**src/hw/delay_line_cfg.svh**
```systemverilog
`ifndef DELAY_LINE_CFG_SVH
`define DELAY_LINE_CFG_SVH

`define FINE_STEP_PS         125
`define FINE_STEP_DIV        10
`define FINE_MAX             7'h7f
`define FINE_USER_MAX        7'h7e
`define COARSE_NONE_PS       0
`define COARSE_ONE_PS        800
`define COARSE_TWO_PS        1600
`define ZERO_HOLD_STEPS      7'h28
`define DELAY_PS_PER_TICK    5000

`define REG_CTRL             32'h0000_0000
`define REG_STATUS           32'h0000_0004
`define REG_IRQ_STATUS       32'h0000_0008
`define REG_IRQ_MASK         32'h0000_000c
`define REG_USER_FINE        32'h0000_0010

`define CTRL_POLICY_LSB      0
`define CTRL_DIR_OUT_BIT     2
`define CTRL_COARSE_DYN_BIT  3
`define CTRL_COARSE_LSB      4
`define CTRL_EDGE_EN_BIT     6
`define CTRL_STATIC_BIT      7
`define CTRL_RESET_VAL       32'h0000_0040

`define IRQ_LIMIT_BIT        0
`define IRQ_EDGE_BIT         1
`define IRQ_COARSE_BAD_BIT   2

`endif

```
**src/hw/delay_line_pkg.sv**
```systemverilog
package delay_line_pkg;
   typedef enum logic [1:0] {
      POL_BYPASS,
      POL_ZERO_HOLD,
      POL_USER_FIXED,
      POL_USER_DYNAMIC
   } delay_policy_t;

   typedef struct packed {
      logic       step;
      logic       step_sense;
      logic       restore_default_n;
      logic [1:0] coarse;
   } step_ctrl_t;

   typedef struct packed {
      logic awv;
      logic [31:0] awaddr;
      logic wv;
      logic [31:0] wdata;
      logic [3:0] wstrb;
      logic bvalid;
      logic arv;
      logic rvalid;
      logic [31:0] rdata;
      logic [1:0] bresp;
      logic [1:0] rresp;
   } bus_state_t;

   typedef struct packed {
      logic [31:0] ctrl;
      logic [2:0]  irq_status;
      logic [2:0]  irq_mask;
      logic [6:0]  user_fine;
   } regs_t;

   typedef struct packed {
      bus_state_t  bus;
      regs_t       regs;
      logic        step_prev;
      logic        sense_prev;
      logic [6:0]  fine_step_count;
      logic        limit_flag;
      logic        edge_watch_error;
      logic        data_prev;
      logic        edge_seen;
      logic        irq;
      logic        pad_out;
      logic        core_out;
      logic        step_ok;
      logic        policy_prev_dyn;
      logic [15:0] tap_line;
   } core_state_t;
endpackage

```
**src/hw/dynamic_io_delay_line.sv**
```systemverilog
// Notes on behaviour
// - dynamic cell starts from clocking-based default
// - restore input low reloads the default
// - each step pulse changes delay, falling-edge sampled
// - sense one decreases, sense zero increases
// - coarse 00/01/10 adds 0/800/1600ps, 11 invalid
// - limit flag at max going up, min down
// - edge monitor error raised on bad data
// - static variant holds fixed factory delay
// - one element delays input or output, not both
// - bypass, zero-hold, fixed user, dynamic modes
// - user fine value is a step count
// - transmit use has no zero-hold preset
// - each fine step adds 12.5ps, seven bits
// - coarse source static or dynamic input
// - edge monitor enabled by option, default on
//
// Register access over AXI4-Lite and the placing of the registers were decided locally.
`timescale 1ns/1ps
`include "delay_line_cfg.svh"
module dynamic_io_delay_line
   import delay_line_pkg::*;
#(
   parameter logic [6:0] ZERO_HOLD_PRESET = `ZERO_HOLD_STEPS,
   parameter int         TAPS             = 16
) (
   input  wire logic        sys_clk,
   input  wire logic        reset_n,
   input  wire logic        step,
   input  wire logic        step_sense,
   input  wire logic        restore_default_pin_n,
   input  wire logic [1:0]  coarse_code,
   input  wire logic        pad_in,
   input  wire logic        core_in,
   output logic             pad_out,
   output logic             core_out,
   output logic             limit_flag,
   output logic             edge_watch_error,
   output logic [6:0]       fine_step_count,
   output logic [11:0]      total_delay_ps,
   output logic             irq,
   input  wire logic        s_axi_awvalid,
   output logic             s_axi_awready,
   input  wire logic [31:0] s_axi_awaddr,
   input  wire logic        s_axi_wvalid,
   output logic             s_axi_wready,
   input  wire logic [31:0] s_axi_wdata,
   input  wire logic [3:0]  s_axi_wstrb,
   output logic             s_axi_bvalid,
   input  wire logic        s_axi_bready,
   output logic [1:0]       s_axi_bresp,
   input  wire logic        s_axi_arvalid,
   output logic             s_axi_arready,
   input  wire logic [31:0] s_axi_araddr,
   output logic             s_axi_rvalid,
   input  wire logic        s_axi_rready,
   output logic [31:0]      s_axi_rdata,
   output logic [1:0]       s_axi_rresp
);
   core_state_t   cur_ff;
   core_state_t   nxt_cur;
   delay_policy_t policy;
   logic          dir_out;
   logic          coarse_dyn;
   logic          edge_en;
   logic          static_cell;
   logic [1:0]    coarse_sel;
   logic [6:0]    default_steps;
   logic          step_fall;
   logic          line_in;
   logic [11:0]   coarse_ps;
   logic [11:0]   fine_ps;
   logic [3:0]    tap_idx;
   logic [31:0]   wr_word;
   logic [31:0]   rd_word;
   logic          rd_ok;
   logic          wr_ok;

   assign policy      = delay_policy_t'(cur_ff.regs.ctrl[`CTRL_POLICY_LSB +: 2]);
   assign dir_out     = cur_ff.regs.ctrl[`CTRL_DIR_OUT_BIT];
   assign coarse_dyn  = cur_ff.regs.ctrl[`CTRL_COARSE_DYN_BIT];
   assign edge_en     = cur_ff.regs.ctrl[`CTRL_EDGE_EN_BIT];
   assign static_cell = cur_ff.regs.ctrl[`CTRL_STATIC_BIT];
   assign step_fall   = cur_ff.step_prev & ~step;

   always_comb begin
      // coarse source select
      coarse_sel = coarse_dyn ? coarse_code : cur_ff.regs.ctrl[`CTRL_COARSE_LSB +: 2];
      // factory default per policy; transmit has no zero-hold preset
      if (policy == POL_ZERO_HOLD && !dir_out) begin
         default_steps = ZERO_HOLD_PRESET;
      end else if (policy == POL_BYPASS) begin
         default_steps = 7'h00;
      end else begin
         default_steps = cur_ff.regs.user_fine;
      end
   end

   always_comb begin
      case (coarse_sel)
         2'b01:   coarse_ps = 12'(`COARSE_ONE_PS);
         2'b10:   coarse_ps = 12'(`COARSE_TWO_PS);
         default: coarse_ps = 12'(`COARSE_NONE_PS);
      endcase
      fine_ps = 12'((32'(cur_ff.fine_step_count) * `FINE_STEP_PS) / `FINE_STEP_DIV);
      tap_idx = 4'(32'(coarse_ps + fine_ps) * 32'(TAPS - 1) / (`COARSE_TWO_PS + 1588));
   end

   // shared element: one input feeds the line depending on direction
   assign line_in = dir_out ? core_in : pad_in;

   always_comb begin
      wr_word = cur_ff.bus.wdata;
      rd_ok   = 1'b1;
      if (cur_ff.bus.awaddr == `REG_CTRL) begin
         rd_word = cur_ff.regs.ctrl;
      end else if (cur_ff.bus.awaddr == 32'hffff_ffff) begin
         rd_word = 32'h0;
      end else begin
         rd_word = 32'h0;
      end
      if (s_axi_araddr == `REG_CTRL) begin
         rd_word = cur_ff.regs.ctrl;
      end else if (s_axi_araddr == `REG_STATUS) begin
         rd_word = {16'h0, total_delay_ps[11:0], 1'b0, cur_ff.edge_watch_error, cur_ff.limit_flag,
                    cur_ff.policy_prev_dyn};
         rd_word = {13'h0, cur_ff.fine_step_count, total_delay_ps};
      end else if (s_axi_araddr == `REG_IRQ_STATUS) begin
         rd_word = {29'h0, cur_ff.regs.irq_status};
      end else if (s_axi_araddr == `REG_IRQ_MASK) begin
         rd_word = {29'h0, cur_ff.regs.irq_mask};
      end else if (s_axi_araddr == `REG_USER_FINE) begin
         rd_word = {25'h0, cur_ff.regs.user_fine};
      end else begin
         rd_word = 32'h0;
         rd_ok   = 1'b0;
      end
      wr_ok = (cur_ff.bus.awaddr == `REG_CTRL) || (cur_ff.bus.awaddr == `REG_IRQ_STATUS) ||
              (cur_ff.bus.awaddr == `REG_IRQ_MASK) || (cur_ff.bus.awaddr == `REG_USER_FINE);
   end

   always_comb begin
      nxt_cur = cur_ff;
      nxt_cur.step_prev  = step;
      nxt_cur.sense_prev = step_sense;
      nxt_cur.data_prev  = line_in;
      nxt_cur.policy_prev_dyn = (policy == POL_USER_DYNAMIC);
      // delay line of taps, output picks the tap
      nxt_cur.tap_line = {cur_ff.tap_line[14:0], line_in};
      if (policy == POL_BYPASS) begin
         nxt_cur.pad_out  = dir_out ? core_in : 1'b0;
         nxt_cur.core_out = dir_out ? 1'b0 : pad_in;
      end else begin
         nxt_cur.pad_out  = dir_out ? cur_ff.tap_line[tap_idx] : 1'b0;
         nxt_cur.core_out = dir_out ? 1'b0 : cur_ff.tap_line[tap_idx];
      end

      // fine counter
      if (!restore_default_pin_n || policy != POL_USER_DYNAMIC || static_cell) begin
         nxt_cur.fine_step_count = default_steps;
         nxt_cur.limit_flag      = 1'b0;
      end else if (step_fall) begin
         if (cur_ff.sense_prev) begin
            if (cur_ff.fine_step_count == 7'h00) begin
               nxt_cur.limit_flag = 1'b1;
            end else begin
               nxt_cur.fine_step_count = cur_ff.fine_step_count - 7'h01;
               nxt_cur.limit_flag      = (cur_ff.fine_step_count == 7'h01);
            end
         end else begin
            if (cur_ff.fine_step_count == `FINE_MAX) begin
               nxt_cur.limit_flag = 1'b1;
            end else begin
               nxt_cur.fine_step_count = cur_ff.fine_step_count + 7'h01;
               nxt_cur.limit_flag      = (cur_ff.fine_step_count == 7'h7e);
            end
         end
      end

      // edge monitor: data toggling twice within one window counts as error
      nxt_cur.edge_seen = (line_in != cur_ff.data_prev);
      nxt_cur.edge_watch_error = edge_en && !dir_out && (policy != POL_BYPASS) &&
                                 cur_ff.edge_seen && (line_in != cur_ff.data_prev);

      // axi4-lite slave
      if (cur_ff.bus.bvalid && s_axi_bready) begin
         nxt_cur.bus.bvalid = 1'b0;
      end
      if (cur_ff.bus.rvalid && s_axi_rready) begin
         nxt_cur.bus.rvalid = 1'b0;
      end
      if (s_axi_awvalid && !cur_ff.bus.awv && !cur_ff.bus.bvalid) begin
         nxt_cur.bus.awv    = 1'b1;
         nxt_cur.bus.awaddr = s_axi_awaddr;
      end
      if (s_axi_wvalid && !cur_ff.bus.wv && !cur_ff.bus.bvalid) begin
         nxt_cur.bus.wv    = 1'b1;
         nxt_cur.bus.wdata = s_axi_wdata;
         nxt_cur.bus.wstrb = s_axi_wstrb;
      end
      if (s_axi_arvalid && !cur_ff.bus.rvalid) begin
         nxt_cur.bus.rvalid = 1'b1;
         nxt_cur.bus.rdata  = rd_word;
         nxt_cur.bus.rresp  = rd_ok ? 2'b00 : 2'b10;
      end
      // irq events set; a set wins over a clear written in the same cycle
      if (cur_ff.bus.awv && cur_ff.bus.wv) begin
         nxt_cur.bus.awv    = 1'b0;
         nxt_cur.bus.wv     = 1'b0;
         nxt_cur.bus.bvalid = 1'b1;
         nxt_cur.bus.bresp  = wr_ok ? 2'b00 : 2'b10;
         if (cur_ff.bus.wstrb[0]) begin
            if (cur_ff.bus.awaddr == `REG_CTRL) begin
               nxt_cur.regs.ctrl[7:0] = wr_word[7:0];
            end else if (cur_ff.bus.awaddr == `REG_IRQ_STATUS) begin
               nxt_cur.regs.irq_status = cur_ff.regs.irq_status & ~wr_word[2:0];
            end else if (cur_ff.bus.awaddr == `REG_IRQ_MASK) begin
               nxt_cur.regs.irq_mask = wr_word[2:0];
            end else if (cur_ff.bus.awaddr == `REG_USER_FINE) begin
               nxt_cur.regs.user_fine = (wr_word[6:0] > `FINE_USER_MAX) ? `FINE_USER_MAX : wr_word[6:0];
            end
         end
      end
      if (nxt_cur.limit_flag && !cur_ff.limit_flag) begin
         nxt_cur.regs.irq_status[`IRQ_LIMIT_BIT] = 1'b1;
      end
      if (nxt_cur.edge_watch_error) begin
         nxt_cur.regs.irq_status[`IRQ_EDGE_BIT] = 1'b1;
      end
      if (coarse_sel == 2'b11) begin
         nxt_cur.regs.irq_status[`IRQ_COARSE_BAD_BIT] = 1'b1;
      end
      nxt_cur.irq = |(nxt_cur.regs.irq_status & nxt_cur.regs.irq_mask);
   end

   always_ff @(posedge sys_clk or negedge reset_n) begin
      if (!reset_n) begin
         cur_ff           <= '0;
         cur_ff.regs.ctrl <= `CTRL_RESET_VAL;
      end else begin
         cur_ff <= nxt_cur;
      end
   end

   always_ff @(posedge sys_clk or negedge reset_n) begin
      if (!reset_n) begin
         total_delay_ps <= 12'h000;
      end else begin
         total_delay_ps <= coarse_ps + fine_ps;
      end
   end

   assign pad_out          = cur_ff.pad_out;
   assign core_out         = cur_ff.core_out;
   assign limit_flag       = cur_ff.limit_flag;
   assign edge_watch_error = cur_ff.edge_watch_error;
   assign fine_step_count  = cur_ff.fine_step_count;
   assign irq              = cur_ff.irq;
   assign s_axi_awready    = !cur_ff.bus.awv && !cur_ff.bus.bvalid;
   assign s_axi_wready     = !cur_ff.bus.wv && !cur_ff.bus.bvalid;
   assign s_axi_bvalid     = cur_ff.bus.bvalid;
   assign s_axi_bresp      = cur_ff.bus.bresp;
   assign s_axi_arready    = !cur_ff.bus.rvalid;
   assign s_axi_rvalid     = cur_ff.bus.rvalid;
   assign s_axi_rdata      = cur_ff.bus.rdata;
   assign s_axi_rresp      = cur_ff.bus.rresp;
endmodule

```
**config.mk**
```make
export PLATFORM = sky130hd
export DESIGN_NAME = dynamic_io_delay_line
export DESIGN_NICKNAME = d
export VERILOG_FILES = /design/src/hw/delay_line_pkg.sv /design/src/hw/dynamic_io_delay_line.sv
export VERILOG_INCLUDE_DIRS = /design/src /design/src/hw
export SDC_FILE = /design/constraint.sdc
export NUM_CORES = 1
export LEC_CHECK = 0
export BUFFER_PORTS_ARGS = -buffer_cell sky130_fd_sc_hd__buf_2
export CAP_MARGIN = 20
export CORE_MARGIN = 10
export CORE_UTILIZATION = 54
export DETAILED_ROUTE_END_ITERATION = 12
export GPL_ROUTABILITY_DRIVEN = 0
export GPL_TIMING_DRIVEN = 0
export PLACE_DENSITY = 0.75
export SLEW_MARGIN = 20
export SYNTH_ARGS = -nofsm -noshare
export SYNTH_HDL_FRONTEND = slang
export SYNTH_SLANG_ARGS = --single-unit
```
**constraint.sdc**
```tcl
create_clock -name sys_clk -period 17.4 [get_ports sys_clk]
set_clock_uncertainty 0.05 [all_clocks]
set_input_delay 3.48 -clock sys_clk [delete_from_list [all_inputs] [get_ports sys_clk]]
set_output_delay 3.48 -clock sys_clk [all_outputs]
set_load 0.03 [all_outputs]
```
==> impl_results.md <==
- Run status: finished, violations left
- Violations in the final reports: setup timing
- H-tree depth: 4
- CP Launch Point: fine_step_count[2]$_DFFE_PN0P_
- Most frequent cells in the layout: buf_2 (147), buf_4 (144), dfrtp_1 (123)
- CP max stage delay: 0.66 ns
- Most common cell after layout, fill and taps aside: buf_2
- ANT cells: 0
- Worst path bufs/invs: 13
- Sequential area share after synthesis: 0.2449
- Min Clock Period, post-route: 17.52 ns
- Worst-Skew Late Latency: 0.42 ns
- Worst-Margin Slew: 1.058 ns
- Drt initial violations: 1662
- Syn_area_per_cell: 8.889 µm²
- PwrDens: 51.91 nW/µm²
- Area of the core: 24250 µm²
- Die X: 176.9 µm
- Fill cells: 1722
- Fin area: 17140 µm²
- Slew HR: 0.2924
- Initial core utilization: 0.5480
- CP Launch Type: flop
- # rows: 57
- Setup crit end kind: flop
- Class of the most critical setup path: reg2reg
- Number of synthesized flops with an enable pin: 0
- Post-route antenna net violation count: 0
- Routed Wire Length: 42220 µm
- Number of buffers added on ports: 136
- Io pins: 179
- Clock root buffer: clkbuf_16
- Setup Slack @ Placement: -1.807 ns
- Sink Count: 130
- Cells after DPL: 1971
- Max Transition Viols Final: 0
- Full die area: 31280 µm²
- Fraction of layout cells with a size suffix above 1: 0.3554
- Worst Hold Slack: 0.3192 ns
- Non-filler cells, final: 2105
- Post-synth cell types: 124
- Clock Path Buffers: 2
- HP Start: cur_ff[10]$_DFF_PN0_
- Vias per cell: 6.386
- Wire per inst: 20.06 µm
- Register area: 3262 µm²
- Setup ws final: -0.1204 ns
- Clk slew on worst S/H paths: 0.06 ns
- CTS buffer count: 17
- Fin util: 0.7069
- Synthesized area: 13290 µm²
- Vias in the first global route: 12430
- Most used cell, CP: buf_4
- Post-Syn Instances: 1495
- Initial antenna violation count: 0
- Detailed-route via count: 13440
- Worst vdd ir: 0.07723 mV
- YS warnings: 0
- Max FO, Critical Path: 9
- Critical Path RT: 17.63 ns
- Fin crit share: 1.007
- Hold-fix buffers, CTS: 0
- RR Startpoint: fine_step_count[2]$_DFFE_PN0P_
- Synth async-reset ratio: 1.000
- Multi-input logic area: 10300 µm²
- Ys flop type: dfrtp_1
- Final setup viols: 2
- GRT Total Usage: 0.2413
- Drt pass-1 iters: 7
- Final nets: 1994
- Top Family by Delay on Critical Path: compound AO/OA/AOI/OAI gates
- First-pass GRT wire length: 63380 µm
- Hpwl dp: 28920 µm
- Peak Freq: 57.08 MHz
- Placed Area: 14480 µm²
- Die height: 176.9 µm
- CP Data Arrival Time: 17.75 ns
- CTS tree: built
- Pin count of the biggest net entering global routing: 78
- Max-cap violations: 0
- Seq cells post-synth: 130
- Final hold viol count: 0
- RSZ-0062 raised after global routing: true
- DRC: 0
- HP Class: reg2reg
- Gr ovfl total: 0
- Leak Pwr: 7.726 nW
- Area growth, synth to finish: 28.98%
- Slowest-stage cell, CP: fa_2
[cell families (layout without fill, tap and decap cells)]
kind of cell / after synthesis / count (layout) / share of synthesized area
other: 1 / 15 / 0.0002822
adders and majority gates: 118 / 118 / 0.1322
xor gates and xnor gates: 58 / 58 / 0.03936
buffers and inverters: 196 / 468 / 0.07419
DFF: 130 / 130 / 0.2449
muxes: 97 / 97 / 0.08238
and+or+nand+nor: 467 / 467 / 0.1775
AOI/OAI and AO/OA: 428 / 428 / 0.2492
[stage by stage]
stage           power, W  setup TNS [ns]
4_1_cts        0.0008929               0
5_1_grt        0.0009258          -1.366
2_1_floorplan  0.0004956               0
3_5_place_dp   0.0005493          -3.575
3_3_place_gp   0.0005405          -2.695
6_report       0.0008897         -0.1893
[routing by layer]
| metal | wire (µm) | up-vias | global-route usage |
|---|---|---|---|
| li1 | - | 6072 | - |
| met1 | 17340 | 6440 | 0.3121 |
| met2 | 20170 | 789 | 0.4038 |
| met3 | 3272 | 142 | 0.04011 |
| met4 | 1430 | 0 | 0.07601 |
| met5 | 0 | - | 0 |
[path summary, 6_finish.rpt]
check,to,slack (ns),depth (start not counted)
worst max register to register,core_out$_DFF_PN0_,-0.12,69
min in group asynchronous,cur_ff[171]$_DFFE_PN0P_,2.96,1
worst min register to register,cur_ff[11]$_DFF_PN0_,0.32,0
worst min-delay path,cur_ff[11]$_DFF_PN0_,0.32,0
max in group asynchronous,fine_step_count[1]$_DFFE_PN0P_,13.57,2
worst max-delay path,core_out$_DFF_PN0_,-0.12,69
[synthesized netlist by cell type, types with 16 or more instances]
cell type / count / area, µm²
nand2_1: 118 / 442.9
a31oi_1: 21 / 131.4
inv_1: 88 / 330.3
xnor2_1: 38 / 332.8
clkbuf_1: 32 / 120.1
xor2_1: 18 / 157.7
nor4_1: 28 / 175.2
a21o_1: 29 / 217.7
mux2_2: 67 / 754.5
ha_1: 73 / 913.4
a21oi_1: 69 / 345.3
and2_1: 19 / 118.9
nand3_1: 46 / 230.2
a22o_1: 16 / 140.1
o21ai_0: 62 / 310.3
o211ai_1: 16 / 120.1
buf_2: 17 / 85.08
nor2_1: 108 / 405.4
buf_4: 51 / 382.9
dfrtp_1: 129 / 3228
fa_1: 39 / 780.8
o22ai_1: 16 / 100.1
nand4_1: 21 / 131.4
nor3_1: 40 / 200.2
mux2i_1: 25 / 250.2
[cell type report]
type	instances	share of cell area
multi-input cells	1183	0.6011
flip-flops and latches	130	0.1903
repair buffers	242	0.08957
plain buffers	102	0.04037
clock buffers	18	0.02504
well taps	324	0.02365
inverters	91	0.02175
clock inverters	14	0.007665
repair inverters	1	0.0005110
[power by group]
| part | switching, W | leakage (nW) | internal (W) |
|---|---|---|---|
| registers | 0.0000458 | 1.64 | 0.000359 |
| clock network | 0.000143 | 0.269 | 0.000199 |
| logic | 0.0000686 | 5.81 | 0.0000754 |
| total | 0.000257 | 7.73 | 0.000633 |
[state kept, by name, summed over array words and instances, names as in the netlist]
register,cells
fine_step_count,7
s_axi_bresp,1
coarse_dyn,1
total_delay_ps,12
edge_watch_error,1
cur_ff,74
core_out,1
limit_flag,1
s_axi_rresp,1
wr_word,8
irq,1
s_axi_bvalid,1
s_axi_rdata,19
pad_out,1
s_axi_rvalid,1
[what timing repair did]
| action | in CTS | in global routing |
|---|---|---|
| gates cloned | 0 | 3 |
| gates resized for setup | 101 | 147 |
| buffers inserted | 31 | 71 |
| endpoints found under the setup margin | 2 | 2 |
| pin swaps | 28 | 84 |
[worst reg2reg max path, delay by kind of cell, from the launching register on]
family,cells,cell delay (ns)
flip-flops,1,0.49
AO/OA/AOI/OAI,31,8.19
buffers and inverters,13,1.63
multiplexers,3,0.92
XOR/XNOR,1,0.20
adder cells (fa/ha/maj),9,3.63
AND/OR/NAND/NOR,12,2.30
No activity file was read; power rests on OpenSTA's default activity.
